## src/tape_ctl_map.svh

```systemverilog
// Offsets, mark codes, widths and counts of the tape word control
`ifndef TAPE_CTL_MAP_SVH
`define TAPE_CTL_MAP_SVH

// ==========================================================
// Word and window geometry
`define WORD_W 18
`define WIN_W 8
`define LANES 3
`define SYNC_STAGES 2
`define FIFO_DEPTH 4

// ==========================================================
// Mark codes, six bits as seen in the window low end
`define CODE_DATA 6'h38
`define CODE_BLOCK 6'h16
`define CODE_BLOCK_REV 6'h25
`define CODE_PREFINAL 6'h08

// Tail of the preceding mark that makes each code legitimate
`define TAIL_DATA 2'h0
`define TAIL_BLOCK 2'h1
`define TAIL_PREFINAL 2'h0

// End zones: repeating patterns of period three, full window
`define END_FWD_A 8'hB6
`define END_FWD_B 8'h6D
`define END_FWD_C 8'hDB
`define END_REV_A 8'h49
`define END_REV_B 8'h92
`define END_REV_C 8'h24

// Mark number field of the assembled word
`define MARKNUM_MSB 11
`define MARKNUM_LSB 0

`endif

```

## src/tape_ctl_pkg.sv

```systemverilog
// Types shared by the tape word control
package tape_ctl_pkg;

   // ==========================================================
   // Programmed mode of operation
   typedef enum logic [1:0] {
      MODE_MOVE = 2'h0,
      MODE_SEARCH = 2'h1,
      MODE_READ = 2'h2,
      MODE_WRITE = 2'h3
   } mode_t;

   // ==========================================================
   // Motion state, one-hot
   typedef enum logic [2:0] {
      MOT_STOP = 3'b001,
      MOT_FWD = 3'b010,
      MOT_REV = 3'b100
   } motion_t;

endpackage

```

## src/pin_sync.sv

```systemverilog
// Two-stage synchroniser for a group of pin inputs
`timescale 1ns/1ns
module pin_sync #(
   parameter int WIDTH = 1
) (
   // Clock and reset
   input wire logic clock_i,
   input wire logic srst_i,
   // Asynchronous pins and their synchronised copy
   input wire logic [WIDTH-1:0] pin_i,
   output logic [WIDTH-1:0] sync_o
);

   logic [WIDTH-1:0] stage1;

   generate
      if (WIDTH < 1) begin : g_bad
         $error("pin_sync needs WIDTH of at least one");
      end
   endgenerate

   // First stage feeds only the second
   always_ff @(posedge clock_i) begin
      if (srst_i) begin
         stage1 <= '0;
         sync_o <= '0;
      end else begin
         stage1 <= pin_i;
         sync_o <= stage1;
      end
   end

endmodule // pin_sync

```

## src/word_fifo.sv

```systemverilog
// Small word FIFO with valid and ready on both sides
`timescale 1ns/1ns
module word_fifo #(
   parameter int WIDTH = 18,
   parameter int DEPTH = 4
) (
   // Clock and reset
   input wire logic clock_i,
   input wire logic srst_i,
   // Filling side
   input wire logic [WIDTH-1:0] in_data_i,
   input wire logic in_valid_i,
   output logic in_ready_o,
   // Draining side
   output logic [WIDTH-1:0] out_data_o,
   output logic out_valid_o,
   input wire logic out_ready_i
);

   localparam int AW = (DEPTH > 1) ? $clog2(DEPTH) : 1;

   generate
      if (DEPTH < 2 || (DEPTH & (DEPTH - 1)) != 0) begin : g_bad
         $error("word_fifo needs DEPTH a power of two, at least two");
      end
   endgenerate

   logic [WIDTH-1:0] mem [DEPTH];
   logic [AW-1:0] wr_ptr;
   logic [AW-1:0] rd_ptr;
   logic [AW:0] count;
   wire push = in_valid_i && in_ready_o;
   wire pop = out_valid_o && out_ready_i;

   // Honest full and empty
   assign in_ready_o = (count != (AW+1)'(DEPTH));
   assign out_valid_o = (count != '0);
   assign out_data_o = mem[rd_ptr];

   // Storage
   always_ff @(posedge clock_i) begin
      if (push) begin
         mem[wr_ptr] <= in_data_i;
      end
   end

   // Pointers and fill count
   always_ff @(posedge clock_i) begin
      if (srst_i) begin
         wr_ptr <= '0;
         rd_ptr <= '0;
         count <= '0;
      end else begin
         if (push) begin
            wr_ptr <= wr_ptr + 1'b1;
         end
         if (pop) begin
            rd_ptr <= rd_ptr + 1'b1;
         end
         count <= count + (AW+1)'(push) - (AW+1)'(pop);
      end
   end

endmodule // word_fifo

```

## src/tape_word_control.sv

```systemverilog
// Tape word control: word assembly, interchange and mark track decoding
// What this block does
// - Word register shifts the other way in reverse, keeping each word's bit order.
// - Reverse reading delivers words last-written first, each word intact.
// - Only the end mark ahead in the current direction is honoured.
// - In normal modes the honoured end mark stops motion and sets error.
// - Coasting or turning in an end zone raises no error.
// - End marks still decode after any three-bit shift in the window.
// - Format track write mode detects no marks, flags or end stops.
// - Marks decode only while the transport is selected.
// - No fixed word count per block; flags follow marks alone.
// - Repeated 01 gap codes between blocks raise no flags.
// - Host presents write words on eighteen one-way input lines.
// - Read words return on a separate set of eighteen output lines.
// - Interchange pulse swaps in-out and shift registers in one step.
// - Writing shifts bits out to writers; reading shifts tape bits in.
// - Bit strobes come from timing track edges and step tape-side logic.
// - Mark decoding yields data, block-end flags, breaks and mark numbers.
// - Mark window is eight bits, one new bit per bit-centre strobe.
// - Format track write enable holds the mark window still.
// - A mark counts only after a legitimate tail of the previous mark.
// - Paired codes are complements of each other read bit-reversed.
`timescale 1ns/1ns
`include "tape_ctl_map.svh"
module tape_word_control #(
   parameter int WORD_W = `WORD_W,
   parameter int LANES = `LANES,
   parameter int FIFO_DEPTH = `FIFO_DEPTH
) (
   // Clock and reset
   input wire logic clock_i,
   input wire logic srst_i,
   // Tape pins
   input wire logic timing_track_i,
   input wire logic mark_track_i,
   input wire logic [LANES-1:0] read_bits_i,
   output logic [LANES-1:0] write_bits_o,
   output logic writer_enable_o,
   output logic motion_o,
   output logic reverse_o,
   // Host mode and motion control
   input wire tape_ctl_pkg::mode_t mode_i,
   input wire logic format_track_write_mode_i,
   input wire logic format_track_write_enable_i,
   input wire logic selected_i,
   input wire logic go_i,
   input wire logic stop_i,
   input wire logic reverse_cmd_i,
   input wire logic error_clear_i,
   // Host write words
   input wire logic [WORD_W-1:0] wr_data_i,
   input wire logic wr_valid_i,
   output logic wr_ready_o,
   // Host read words and mark number
   output logic [WORD_W-1:0] rd_data_o,
   output logic [11:0] mark_number_o,
   // Host flags
   output logic data_flag_o,
   output logic block_end_flag_o,
   output logic break_req_o,
   output logic error_flag_o
);

   // ==========================================================
   // Elaboration checks
   generate
      if (WORD_W % LANES != 0) begin : g_bad_word
         $error("word width must be a whole number of lane groups");
      end
      if (WORD_W <= `MARKNUM_MSB) begin : g_bad_marknum
         $error("word too narrow for the mark number field");
      end
   endgenerate

   // ==========================================================
   // Functions

   // Reverse bit order of one lane group
   function automatic logic [LANES-1:0] flip_lanes(input logic [LANES-1:0] v);
      logic [LANES-1:0] r;
      r = '0;
      for (int i = 0; i < LANES; i++) begin
         r[i] = v[LANES-1-i];
      end
      return r;
   endfunction

   // Legitimate mark: code in low six bits, tail of the previous mark above
   function automatic logic mark_match(input logic [`WIN_W-1:0] win,
                                       input logic [5:0] code,
                                       input logic [1:0] tail);
      return (win[5:0] == code) && (win[7:6] == tail);
   endfunction

   // End pattern matches any of its three-bit shifted forms
   function automatic logic end_match(input logic [`WIN_W-1:0] win,
                                      input logic [`WIN_W-1:0] a,
                                      input logic [`WIN_W-1:0] b,
                                      input logic [`WIN_W-1:0] c);
      return (win == a) || (win == b) || (win == c);
   endfunction

   // ==========================================================
   // Pin synchronisers
   logic [LANES+1:0] pins_sync;
   logic tt_sync;
   logic mt_sync;
   logic [LANES-1:0] rd_sync;

   pin_sync #(
      .WIDTH(LANES + 2)
   ) u_pin_sync (
      .clock_i(clock_i),
      .srst_i(srst_i),
      .pin_i({timing_track_i, mark_track_i, read_bits_i}),
      .sync_o(pins_sync)
   );

   assign tt_sync = pins_sync[LANES+1];
   assign mt_sync = pins_sync[LANES];
   assign rd_sync = pins_sync[LANES-1:0];

   // ==========================================================
   // Bit strobes from timing track edges
   logic tt_prev;
   logic bit_center_strobe;
   logic between_bit_strobe;

   assign bit_center_strobe = tt_prev && !tt_sync;
   assign between_bit_strobe = !tt_prev && tt_sync;

   // Edge memory
   always_ff @(posedge clock_i) begin
      if (srst_i) begin
         tt_prev <= 1'b0;
      end else begin
         tt_prev <= tt_sync;
      end
   end

   // ==========================================================
   // Motion direction state
   tape_ctl_pkg::motion_t motion;
   tape_ctl_pkg::motion_t next_motion;
   logic end_stop;
   logic is_fwd;
   logic is_rev;

   assign is_fwd = (motion == tape_ctl_pkg::MOT_FWD);
   assign is_rev = (motion == tape_ctl_pkg::MOT_REV);

   always_comb begin
      next_motion = motion;
      unique case (motion)
         tape_ctl_pkg::MOT_STOP: begin
            if (go_i && !stop_i) begin
               next_motion = reverse_cmd_i ? tape_ctl_pkg::MOT_REV : tape_ctl_pkg::MOT_FWD;
            end
         end
         tape_ctl_pkg::MOT_FWD, tape_ctl_pkg::MOT_REV: begin
            if (stop_i || end_stop) begin
               next_motion = tape_ctl_pkg::MOT_STOP;
            end else if (go_i) begin
               next_motion = reverse_cmd_i ? tape_ctl_pkg::MOT_REV : tape_ctl_pkg::MOT_FWD;
            end
         end
         default: next_motion = tape_ctl_pkg::MOT_STOP;
      endcase
   end

   // Motion register
   always_ff @(posedge clock_i) begin
      if (srst_i) begin
         motion <= tape_ctl_pkg::MOT_STOP;
      end else begin
         motion <= next_motion;
      end
   end

   assign motion_o = !is_fwd ? is_rev : 1'b1;
   assign reverse_o = is_rev;

   // ==========================================================
   // Mark window
   logic [`WIN_W-1:0] window;
   logic window_step;

   assign window_step = bit_center_strobe && !format_track_write_enable_i;

   always_ff @(posedge clock_i) begin
      if (srst_i) begin
         window <= '0;
      end else if (window_step) begin
         window <= {window[`WIN_W-2:0], mt_sync};
      end
   end

   // ==========================================================
   // Mark decoding
   logic decode_ok;
   logic hit_data;
   logic hit_block;
   logic hit_prefinal;
   logic hit_end_fwd;
   logic hit_end_rev;
   logic normal_mode;
   logic inspect;
   logic window_shifted;

   // no marks while writing the format tracks
   assign normal_mode = !format_track_write_mode_i;
   // decode only on the selected transport
   assign decode_ok = normal_mode && selected_i;
   // Inspect the window the cycle after it stepped
   assign inspect = decode_ok && window_shifted;

   assign hit_data = inspect && mark_match(window, `CODE_DATA, `TAIL_DATA);
   // block mark seen either way round
   assign hit_block = inspect && (mark_match(window, `CODE_BLOCK, `TAIL_BLOCK)
                                  || mark_match(window, `CODE_BLOCK_REV, `TAIL_BLOCK));
   assign hit_prefinal = inspect && mark_match(window, `CODE_PREFINAL, `TAIL_PREFINAL);
   // gap pattern matches no code above
   // end marks in every three-bit shift
   assign hit_end_fwd = inspect && end_match(window, `END_FWD_A, `END_FWD_B, `END_FWD_C);
   assign hit_end_rev = inspect && end_match(window, `END_REV_A, `END_REV_B, `END_REV_C);

   // only the end ahead of motion
   // no error while stopped or heading out of the zone
   assign end_stop = (hit_end_fwd && is_fwd) || (hit_end_rev && is_rev);

   // Delay the window step by one cycle for inspection
   always_ff @(posedge clock_i) begin
      if (srst_i) begin
         window_shifted <= 1'b0;
      end else begin
         window_shifted <= window_step;
      end
   end

   // ==========================================================
   // Error flag
   // end mark stops tape and sets error; set beats clear
   always_ff @(posedge clock_i) begin
      if (srst_i) begin
         error_flag_o <= 1'b0;
      end else if (end_stop) begin
         error_flag_o <= 1'b1;
      end else if (error_clear_i) begin
         error_flag_o <= 1'b0;
      end
   end

   // ==========================================================
   // Write word buffer and in-out register
   logic [WORD_W-1:0] fifo_data;
   logic fifo_valid;
   logic fifo_take;
   logic io_full;
   logic [WORD_W-1:0] io_reg;
   logic [WORD_W-1:0] shift_reg;
   logic is_write;
   logic is_read;
   logic is_search;
   logic interchange;

   assign is_write = (mode_i == tape_ctl_pkg::MODE_WRITE);
   assign is_read = (mode_i == tape_ctl_pkg::MODE_READ);
   assign is_search = (mode_i == tape_ctl_pkg::MODE_SEARCH);

   // host words enter through the buffer
   word_fifo #(
      .WIDTH(WORD_W),
      .DEPTH(FIFO_DEPTH)
   ) u_word_fifo (
      .clock_i(clock_i),
      .srst_i(srst_i),
      .in_data_i(wr_data_i),
      .in_valid_i(wr_valid_i),
      .in_ready_o(wr_ready_o),
      .out_data_o(fifo_data),
      .out_valid_o(fifo_valid),
      .out_ready_i(fifo_take)
   );

   // Buffer drains only into an empty in-out register in write mode
   assign fifo_take = is_write && !io_full && !interchange;

   // interchange on each data mark in read or write
   // word boundaries come from marks, never a count
   assign interchange = hit_data && (is_read || is_write);

   always_ff @(posedge clock_i) begin
      if (srst_i) begin
         io_reg <= '0;
         io_full <= 1'b0;
      end else if (interchange) begin
         io_reg <= shift_reg;
         io_full <= 1'b0;
      end else if (fifo_take && fifo_valid) begin
         io_reg <= fifo_data;
         io_full <= 1'b1;
      end
   end

   // ==========================================================
   // Serial shift register
   logic [WORD_W-1:0] next_shift;
   logic [LANES-1:0] lanes_in;

   // write shifts out, read shifts tape bits in
   assign lanes_in = is_write ? '0 : rd_sync;

   always_comb begin
      next_shift = shift_reg;
      if (interchange) begin
         next_shift = io_reg;
      end else if (bit_center_strobe && is_rev) begin
         next_shift = {flip_lanes(lanes_in), shift_reg[WORD_W-1:LANES]};
      end else if (bit_center_strobe && is_fwd) begin
         next_shift = {shift_reg[WORD_W-LANES-1:0], lanes_in};
      end
   end

   // Shift register
   always_ff @(posedge clock_i) begin
      if (srst_i) begin
         shift_reg <= '0;
      end else begin
         shift_reg <= next_shift;
      end
   end

   // writers load on the between-bit strobe
   always_ff @(posedge clock_i) begin
      if (srst_i) begin
         write_bits_o <= '0;
      end else if (between_bit_strobe && is_write) begin
         write_bits_o <= is_rev ? flip_lanes(shift_reg[LANES-1:0])
                                : shift_reg[WORD_W-1:WORD_W-LANES];
      end
   end

   // Writers on only in write mode of a normal, selected transport
   always_ff @(posedge clock_i) begin
      if (srst_i) begin
         writer_enable_o <= 1'b0;
      end else begin
         writer_enable_o <= is_write && decode_ok;
      end
   end

   // ==========================================================
   // Host read side and flags
   // read words on their own lines
   always_ff @(posedge clock_i) begin
      if (srst_i) begin
         rd_data_o <= '0;
      end else if (interchange && is_read) begin
         rd_data_o <= shift_reg;
      end
   end

   // block mark number held for the host
   always_ff @(posedge clock_i) begin
      if (srst_i) begin
         mark_number_o <= '0;
      end else if (hit_block && is_search) begin
         mark_number_o <= shift_reg[`MARKNUM_MSB:`MARKNUM_LSB];
      end
   end

   always_ff @(posedge clock_i) begin
      if (srst_i) begin
         data_flag_o <= 1'b0;
         block_end_flag_o <= 1'b0;
         break_req_o <= 1'b0;
      end else begin
         data_flag_o <= interchange || (hit_block && is_search);
         block_end_flag_o <= hit_prefinal && (is_read || is_write);
         break_req_o <= interchange || (hit_block && is_search)
                        || (hit_prefinal && (is_read || is_write)) || end_stop;
      end
   end

endmodule // tape_word_control

```

## config.mk

```make
export PLATFORM = sky130hd
export DESIGN_NAME = tape_word_control
export DESIGN_NICKNAME = d
export VERILOG_FILES = /design/src/tape_ctl_pkg.sv /design/src/pin_sync.sv /design/src/word_fifo.sv /design/src/tape_word_control.sv
export VERILOG_INCLUDE_DIRS = /design/src
export SDC_FILE = /design/constraint.sdc
export NUM_CORES = 1
export LEC_CHECK = 0
export ABC_AREA = 0
export BUFFER_PORTS_ARGS = -buffer_cell sky130_fd_sc_hd__buf_2
export CAP_MARGIN = 30
export CORE_MARGIN = 8
export CORE_UTILIZATION = 30
export CTS_CLUSTER_DIAMETER = 100
export CTS_CLUSTER_SIZE = 25
export DETAILED_ROUTE_END_ITERATION = 12
export PLACE_DENSITY = 0.44
export RECOVER_POWER = 25
export SYNTH_ARGS = -nofsm -noshare
export SYNTH_HDL_FRONTEND = slang
export SYNTH_SLANG_ARGS = --single-unit
```

## constraint.sdc

```tcl
create_clock -name clock_i -period 2.95 [get_ports clock_i]
set_input_delay 0.295 -clock clock_i [delete_from_list [all_inputs] [get_ports clock_i]]
set_output_delay 0.295 -clock clock_i [all_outputs]
set_load 0.005 [all_outputs]
```

# After elaboration in Yosys (flattened, before gate mapping)
# Memory sizes are Yosys's and may differ from the RTL's. A register that Yosys moved wholly into a read port is not among the register bits.
# Cells that the tools add are included.
word_totals:
  ram_bits: 72
  inputBits: 35
  word_cells: 119
  mem_count: 1
  regBits: 105
mem_list:
  columns: ["name", "words", "word_bits", "rd", "rd_ports_with_merged_regs", "wr", "line_no", "rtl"]
  rows:
  - ["u_word_fifo.mem", 4, 18, 1, 1, 1, "word_fifo.sv:28", "logic [WIDTH-1:0] mem [DEPTH];"]
classes:
  n_reduce_logical: 55
  n_eq_ne: 20
  add_sub_neg: 4
  n_mux: 19
op_table:
  columns: ["op", "count"]
  rows:
  - ["$mux W18", 5]
  - ["$logic_and A1 B1 Y1", 29]
  - ["$eq A8 B8 Y1 const B", 3]
  - ["$mux W3", 6]
  - ["$eq A8 B7 Y1 const B", 2]
  - ["$eq A6 B6 Y1 const B", 2]
  - ["$logic_or A1 B1 Y1", 11]
  - ["$eq A8 B6 Y1 const B", 1]
  - ["$logic_not A1 Y1", 7]
  - ["$eq A6 B4 Y1 const B", 1]
  - ["$eq A6 B5 Y1 const B", 1]
  - ["$ne A3 B3 Y1 const B", 2]
  - ["$pmux W3 S2", 1]
  - ["$reduce_bool A3 Y1", 2]
  - ["$mux W1", 5]
  - ["$add A2 B1 Y2 const B", 2]
  - ["$eq A2 B1 Y1 const B", 2]
  - ["$eq A2 B2 Y1 const B", 2]
  - ["$mux W2", 2]
  - ["$reduce_bool A2 Y1", 2]
  - ["$reduce_or A2 Y1", 2]
  - ["$add A3 B1 Y3", 1]
  - ["$eq A3 B1 Y1 const B", 1]
  - ["$eq A3 B2 Y1 const B", 1]
  - ["5 further kinds", 5]

# Longest topological paths before layout
# Gate-level depths: netlist of the first run.
logic_depth:
  ltp_word: 10
  ltp_mapped: 11
  depth_no_buf: 10

# By module
# Synthesis of the first run repeated with hierarchy kept, for this count alone.
unflattened:
  cells_unflattened: 639
  hier_area_um2: 7435.9
by_module_without_submodules:
  columns: ["mod", "cells_each", "area_per_inst_um2", "n_inst"]
  rows:
  - ["tape_word_control", 476, 4065.1, 1]
  - ["word_fifo", 143, 3108.0, 1]
  - ["pin_sync", 20, 262.8, 1]

# Least setup slack after synthesis of the first run
# No wires, ideal clock.
synth_path:
  path_type: "register to register"
  start: "reg window[0]"
  end: "reg u_word_fifo.count[2]"
  setup_time_ns: 0.128
  period_less_slack_ns: 3.003
  required_time_ns: 2.822
  arrival_ns: 2.876
  slack_ns: -0.053
  n_path_buf: 1
  stages_incl_launch_ff: 12
  path_cell_list: "dfxtp_1 buf_6 or4_4 or4_4 and2_1 ha_1 inv_1 ha_1 fa_1 xnor2_1 xnor2_1 nor2_1"
synth_via:
  elab_chain_len: 8
synth_rtl:
  columns: ["item", "line_no", "rtl"]
  rows:
  - ["start: declaration", "tape_word_control.sv:185", "logic [`WIN_W-1:0] window;"]
  - ["start signal: assignment", "tape_word_control.sv:194", "window <= {window[`WIN_W-2:0], mt_sync};"]
  - ["$eq A6 B6 Y1", "tape_word_control.sv:92", "return (win[5:0] == code) && (win[7:6] == tail);"]
  - ["$logic_and A1 B1 Y1", "tape_word_control.sv:92", null]
  - ["$logic_and A1 B1 Y1", "tape_word_control.sv:217", "assign hit_data = inspect && mark_match(window, `CODE_DATA, `TAIL_DATA);"]
  - ["$logic_and A1 B1 Y1", "tape_word_control.sv:290", "assign interchange = hit_data && (is_read || is_write);"]
  - ["$logic_not A1 Y1", "tape_word_control.sv:286", "assign fifo_take = is_write && !io_full && !interchange;"]
  - ["$logic_and A1 B1 Y1", "tape_word_control.sv:286", null]
  - ["$logic_and A1 B1 Y1", "word_fifo.sv:33", "wire pop = out_valid_o && out_ready_i;"]
  - ["net u_word_fifo.pop", "word_fifo.sv:33", null]
  - ["$sub A3 B1 Y3", "word_fifo.sv:60", "count <= count + (AW+1)'(push) - (AW+1)'(pop);"]
  - ["end signal: assignment", "word_fifo.sv:60", null]
  - ["end: declaration", "word_fifo.sv:31", "logic [AW:0] count;"]
# The timed path passes the listed nets, and every way through them passes these cells.
# A chain may end at the register's enable or synchronous reset.

# Final worst setup path of the first run
layout_path:
  start: "reg window[7]"
  end: "reg u_word_fifo.count[2]"
layout_via:
  elab_chain_len: 8
layout_rtl:
  columns: ["item", "line_no"]
  rows:
  - ["$logic_not A2 Y1", "tape_word_control.sv:92"]
  - ["$logic_and A1 B1 Y1", "tape_word_control.sv:92"]
  - ["$logic_and A1 B1 Y1", "tape_word_control.sv:217"]
  - ["$logic_and A1 B1 Y1", "tape_word_control.sv:290"]
  - ["$logic_not A1 Y1", "tape_word_control.sv:286"]
  - ["$logic_and A1 B1 Y1", "tape_word_control.sv:286"]
  - ["$logic_and A1 B1 Y1", "word_fifo.sv:33"]
  - ["net u_word_fifo.pop", "word_fifo.sv:33"]
  - ["$sub A3 B1 Y3", "word_fifo.sv:60"]
# The timed path passes the listed nets, and every way through them passes these cells.

==> results of run 1 <==
[worst reg2reg max path: stages, from the launching register on]
cell and delay, ps:
dfxtp_2 320, or4_4 530, or4_4 440, and2_4 190, ha_4 250, inv_1 40
ha_2 180, fa_2 400, xnor2_2 140, xnor2_1 180, nor2_1 50
[cells by family (layout without fill, tap and decap cells)]
logic type | count (synthesis) | after routing | share of synthesized area
xor+xnor | 6 | 6 | 0.00718
mux | 78 | 78 | 0.137
compound gates | 85 | 85 | 0.0834
simple gates | 205 | 205 | 0.140
buf+inv | 46 | 135 | 0.0310
fa+ha+maj | 7 | 7 | 0.0130
flops | 179 | 179 | 0.588
[where the power goes]
group / internal [mW] / leakage, nW / switching, mW
Sequential: 2.77 / 1.53 / 0.0700
Clock: 1.24 / 0.303 / 1.11
Combinational: 0.325 / 1.46 / 0.368
[placed cells by master (no fill, tap or decap), types with 6 or more instances in the layout]
cell type,count
clkbuf_16,17
buf_2,56
a211oi_2,9
and3_1,8
mux4_2,18
nand3_1,8
nor3_1,6
nand3b_1,6
nor2b_1,15
clkbuf_1,18
inv_6,6
buf_4,22
nand2_1,56
dfxtp_1,106
a211o_1,18
edfxtp_1,72
nor2_1,71
inv_1,7
mux2i_1,60
a21oi_1,37
a211oi_1,12
[timing repair]
action,CTS,global route
setup buffers,0,1
setup endpoints to repair,1,1
gates resized for setup,0,3
pin swaps,1,4
[routing by layer]
layer,wire (microns),up-vias
met3,1050,15
met4,153,4
li1,-,2350
met5,20,-
met2,8000,99
met1,8010,2350
[area by class of cell]
class	count	area, sq um	area share
Sequential cell	179	4310	0.495
Multi-Input combinational cell	381	2830	0.325
Timing Repair Buffer	96	513	0.0590
Clock buffer	17	425	0.0489
Tap cell	324	405	0.0466
Clock inverter	15	193	0.0222
Inverter	7	26.3	0.00302
[final timing paths]
path                               startpoint              endpoint  slack [ps]  cells past startpoint
setup / recovery                    window[7]  u_word_fifo.count[2]         110                     10
hold / removal    format_track_write_enable_i        window_shifted          60                      2
setup reg to reg                    window[7]  u_word_fifo.count[2]         110                     10
hold reg to reg          u_pin_sync.stage1[2]  u_pin_sync.sync_o[2]         430                      1
[through the flow]
step | power (mW) | std cells | area, sq um
2_1_floorplan | 3.37 | 606 | 7330
3_3_place_gp | 3.58 | 986 | 8070
3_5_place_dp | 3.60 | 986 | 8070
4_1_cts | 5.97 | 1018 | 8690
5_1_grt | 6.14 | 1019 | 8690
6_report | 5.88 | 1019 | 8690
==> results.md, run 1 <==
* Synthesized area at around 0.0073 sq mm
* Tmin final at 2840 ps
* Clock tree buffer depth at 2
* Top_reg_cell synth: dfxtp_1
* Grt met2 use at 0.190
* EDFF count, synth at just over 70
* Final HPWL from detailed placement at roughly 11 mm
* First-pass iteration count of the detailed router at 4
* Syn_area_per_cell at 12.1 sq um
* Cts bufs inserted at 17
* Final setup violation count at 0
* Worst setup EP type: flip-flop
* Relative slew slack at 0.386
* Hold Path Class: in2reg
* Die height at 172 microns
* GRT overflow at 0
* Final core occ at 0.361
* Hold Buf Count CTS at 0
* Outcome: complete, no violations
* Via density at 4.73
* Max-cap viol count at 0
* VDD IR max at 0.344 mV
* Worst setup SP type: flip-flop
* Crit Path Max Fanout at 2
* Routed len/inst at approximately 17 microns
* M1 GR Usage at 0.155
* Top Usage Layer GRT: met2
* Routability congestion estimate at between 0.7 and 0.8
* Residual DRC at 0
* Nets at 724
* Insertion delay to the later sink of the worst-skew pair at ~430 ps
* Synth cell types at 49
* Number of diodes at 0
* Largest register FFs at between 70 and 80
* Clock skew at between 9 and 10 ps
* Crit path arrival time at roughly 3100 ps
* Vias in the first global route at 4867
* Port Buf Inserts at between 70 and 80
* Commonest cells post-synth: dfxtp_1, edfxtp_1, nor2_1, mux2i_1, nand2_1
* Layout cell share with drive strength beyond 1 at 0.217
* Final Max Slew Viols at 0
* Synth async-reset ratio at 0
* Pwr Density at just under 700 mW/mm^2
* Fin Hold WS at roughly 59 ps
* Post-layout worst setup margin at 112 ps
* CP max stage cell: or4_4
* Critical path buffer and inverter count at 1
* Leakage power total at 3.29 nW
* Pre-CTS WS at 17.1 ps
* Worst path cell trace: or4_4 -> or4_4 -> and2_4 -> ha_4 -> inv_1 -> ha_2 -> fa_2 -> xnor2_2 -> xnor2_1 -> nor2_1
* RSZ-0062 raised after global routing: false
* Top cells by area, synth: edfxtp_1, dfxtp_1, mux2i_1
* Die Wd at 172 microns
* Core ar. at between 0.02 and 0.025 sq mm
* Total wire length at around 17 mm
* First-pass GRT wire length at 27.1 mm
* Post-synth top area share at 0.295
* Worst path max stage delay at 530 ps
* Initial antenna violation count at 2
* Most common cell on crit path: or4_4
* WP data required at 3240 ps
* Fmax achieved at 352 MHz
* Synth area leader: edfxtp_1
* Most flops, register: u_word_fifo.mem
* Clock sink count at 179
* I/O pin cnt at 76
* Post-route ant nets at 0
* Sequential share of the synthesized area at 0.588
* Clock slew seen by the registers of the worst setup and hold paths at 80 ps
* Die Area at 0.0296 sq mm
* Htree depth at 4
* Cell Rows at 57
* Initial Utilization at 0.304
* Setup CP Type: reg2reg
* Routed via count at about 4800
* Setup TNS at 0 ps
* Largest net degree at the start of global routing at 70
* Post-Synthesis Net Count at 648
* Number of hold violations in the final report at 0
* Synthesized flop and latch total at roughly 180
* Area growth syn-to-layout at 18.8%
* Root Driver: clkbuf_16
* Filler cells at 2449
* CTS tree: built
* Top delay family on crit path: simple AND/OR/NAND/NOR gates
* Met3 GRT Util at 0.0356
* Worst slew pin tran at 907 ps
* Count leader, synth: dfxtp_1
* Post-Syn Instances at 606
* Tot GR Track Use at 0.119
* Fin crit share at 0.962
* Synth Warn # at 0
* DRT iter0 DRCs at 286
No activity file was read; power rests on OpenSTA's default activity.
==> inputs of run 2 (changes only) <==
==> constraint.sdc (replaced) <==
create_clock -name clock_i -period 2.95 [get_ports clock_i]
set_input_delay 0.4425 -clock clock_i [delete_from_list [all_inputs] [get_ports clock_i]]
set_output_delay 0.4425 -clock clock_i [all_outputs]
set_load 0.005 [all_outputs]
==> results.md, run 2 (synthesized netlist as in run 1, its figures left out) <==
* Worst setup SP type: flip-flop (unchanged)
* Port Buf Inserts at 75 (unchanged)
* Final setup violation count at 0 (unchanged)
* Vias in the first global route at 4951 (was 4867)
* Clock slew seen by the registers of the worst setup and hold paths at 80 ps (about the same)
* Final Max Slew Viols at 0 (unchanged)
* Routed via count at 4831 (was 4818)
* CTS tree: built (unchanged)
* Placed insts at 986 (unchanged)
* First-pass iteration count of the detailed router at 4 (unchanged)
* WP data required at 3240 ps (about the same)
* Grt met2 use at 0.187 (was 0.190)
* Top delay family on crit path: simple AND/OR/NAND/NOR gates (unchanged)
* Most frequent cells in the layout: dfxtp_1, edfxtp_1, nor2_1, mux2i_1 (unchanged)
* Via density at 4.75 (was 4.73)
* Max-cap viol count at 0 (unchanged)
* Layout cell share with drive strength beyond 1 at 0.212 (was 0.217)
* Cell Rows at 57 (unchanged)
* Critical path depth at 10 (unchanged)
* Most flops, register: u_word_fifo.mem (unchanged)
* Number of hold violations in the final report at 0 (unchanged)
* Largest register FFs at 72 (unchanged)
* Die Wd at 172 microns (unchanged)
* Crit Path Max Fanout at 2 (unchanged)
* Clock tree buffer depth at 2 (unchanged)
* Total wire length at 17.3 mm (was 17.2 mm)
* Setup TNS at 0 ps (unchanged)
* Tot GR Track Use at 0.121 (was 0.119)
* I/O pin cnt at 76 (unchanged)
* Cts bufs inserted at 17 (unchanged)
* Setup CP Type: reg2reg (unchanged)
* GRT overflow at 0 (unchanged)
* Fmax achieved at 349 MHz (was 352 MHz)
* Hold Path Class: in2reg (unchanged)
* Crit path arrival time at 3150 ps (was 3130 ps)
* Tmin final at 2860 ps (was 2840 ps)
* Clock sink count at 179 (unchanged)
* Leakage power total at 3.29 nW (about the same)
* DRT iter0 DRCs at 226 (was 286)
* Critical path buffer and inverter count at 1 (unchanged)
* Nets at 723 (was 724)
* Non-filler cells in the finished layout at 1018 (was 1019)
* Initial antenna violation count at 1 (was 2)
* First-pass GRT wire length at 27.5 mm (was 27.1 mm)
* Reg2Reg Depth at 10 (unchanged)
* Outcome: complete, no violations (unchanged)
* Hold path depth at 2 (unchanged)
* Final Power at 5.88 mW (about the same)
* Insertion delay to the later sink of the worst-skew pair at 440 ps (was 430 ps)
* Routed len/inst at 17.0 microns (was 16.9 microns)
* Worst path max stage delay at 540 ps (was 530 ps)
* Fin Hold WS at 189 ps (was 58.7 ps)
* Worst path cell trace: or4_4 -> or4_4 -> and2_4 -> ha_1 -> inv_1 -> ha_1 -> fa_2 -> xnor2_2 -> xnor2_1 -> nor2_1 (was or4_4 -> or4_4 -> and2_4 -> ha_4 -> inv_1 -> ha_2 -> fa_2 -> xnor2_2 -> xnor2_1 -> nor2_1)
* Relative slew slack at 0.395 (was 0.386)
* Initial Utilization at 0.304 (unchanged)
* Die height at 172 microns (unchanged)
* Largest net degree at the start of global routing at 77 (was 70)
* Top Usage Layer GRT: met2 (unchanged)
* CP max stage cell: or4_4 (unchanged)
* Clock skew at 11.2 ps (was 9.65 ps)
* M1 GR Usage at 0.159 (was 0.155)
* RSZ-0062 raised after global routing: false (unchanged)
* Fin crit share at 0.971 (was 0.962)
* Root Driver: clkbuf_16 (unchanged)
* VDD IR max at 0.333 mV (was 0.344 mV)
* Commonest non-fill, non-tap cell in the layout: dfxtp_1 (unchanged)
* Worst setup EP type: flip-flop (unchanged)
* Number of diodes at 0 (unchanged)
* Worst slew pin tran at 893 ps (was 907 ps)
* Htree depth at 4 (unchanged)
* Die Area at 0.0296 sq mm (unchanged)
* Met3 GRT Util at 0.0372 (was 0.0356)
* Final HPWL from detailed placement at 11.6 mm (was 11.4 mm)
* Core ar. at 0.0241 sq mm (unchanged)
* Routability congestion estimate at 0.753 (was 0.737)
* Area growth syn-to-layout at 18.5% (was 18.8%)
* Residual DRC at 0 (unchanged)
* Post-route ant nets at 0 (unchanged)
* Pwr Density at 678 mW/mm^2 (was 676 mW/mm^2)
-- run 2: cell count changes in the layout (fill, tap and decap cells not counted) --
cell / previous run / this run
buf_4: 22 / 21
bufinv_16: 1 / 0
clkinv_4: 0 / 2
clkinv_8: 3 / 2
dfxtp_1: 106 / 107
dfxtp_2: 1 / 0
ha_1: 4 / 6
ha_2: 1 / 0
ha_4: 1 / 0
inv_12: 1 / 5
inv_6: 6 / 1
inv_8: 4 / 5
-- run 2: where the power goes --
group	internal [mW]	switching, mW
combinational	0.317	0.360
clock	1.18	1.18
sequential	2.77	0.0688
total	4.27	1.61
-- run 2: area by class of cell --
cell class | instances | area [sq um]
clock buffer | 17 | 425
clock inverter | 15 | 196
fill | 2445 | 15400
inverter | 7 | 26.3
multi-input combinational | 381 | 2810
sequential | 179 | 4300
tap | 324 | 405
timing repair buffer | 95 | 505
-- run 2: worst reg2reg max path: stages, from the launching register on --
cell	delay (ps)
dfxtp_1	320
or4_4	540
or4_4	450
and2_4	190
ha_1	270
inv_1	40
ha_1	190
fa_2	360
xnor2_2	150
xnor2_1	150
nor2_1	50
-- run 2: worst paths after layout --
check / startpoint / end / slack [ps]
max reg2reg: window[7] / u_word_fifo.count[2] / 90
min: format_track_write_enable_i / window_shifted / 190
min reg2reg: u_pin_sync.stage1[2] / u_pin_sync.sync_o[2] / 430
max: window[7] / u_word_fifo.count[2] / 90
-- run 2: what timing repair did --
item,CTS,global route
cloned,0,0
pin swaps,2,1
setup buffers,0,0
gates resized for setup,0,0
hold buffers,0,0
setup endpoints to repair,1,1
-- run 2: per-layer routing --
metal	up-vias	routed length, microns
met5	-	13
met4	2	244
met3	19	1210
met2	101	7680
met1	2358	8160
li1	2351	-
-- run 2: metrics by stage --
step / area [sq um] / util / worst slack [ps]
floorplan: 7330 / - / 67.9
global placement: 8070 / 0.335 / 63.2
detailed placement: 8070 / 0.335 / 5.47
CTS: 8700 / 0.361 / 10.6
global route: 8670 / 0.360 / 10.9
finish: 8670 / 0.360 / 86.6
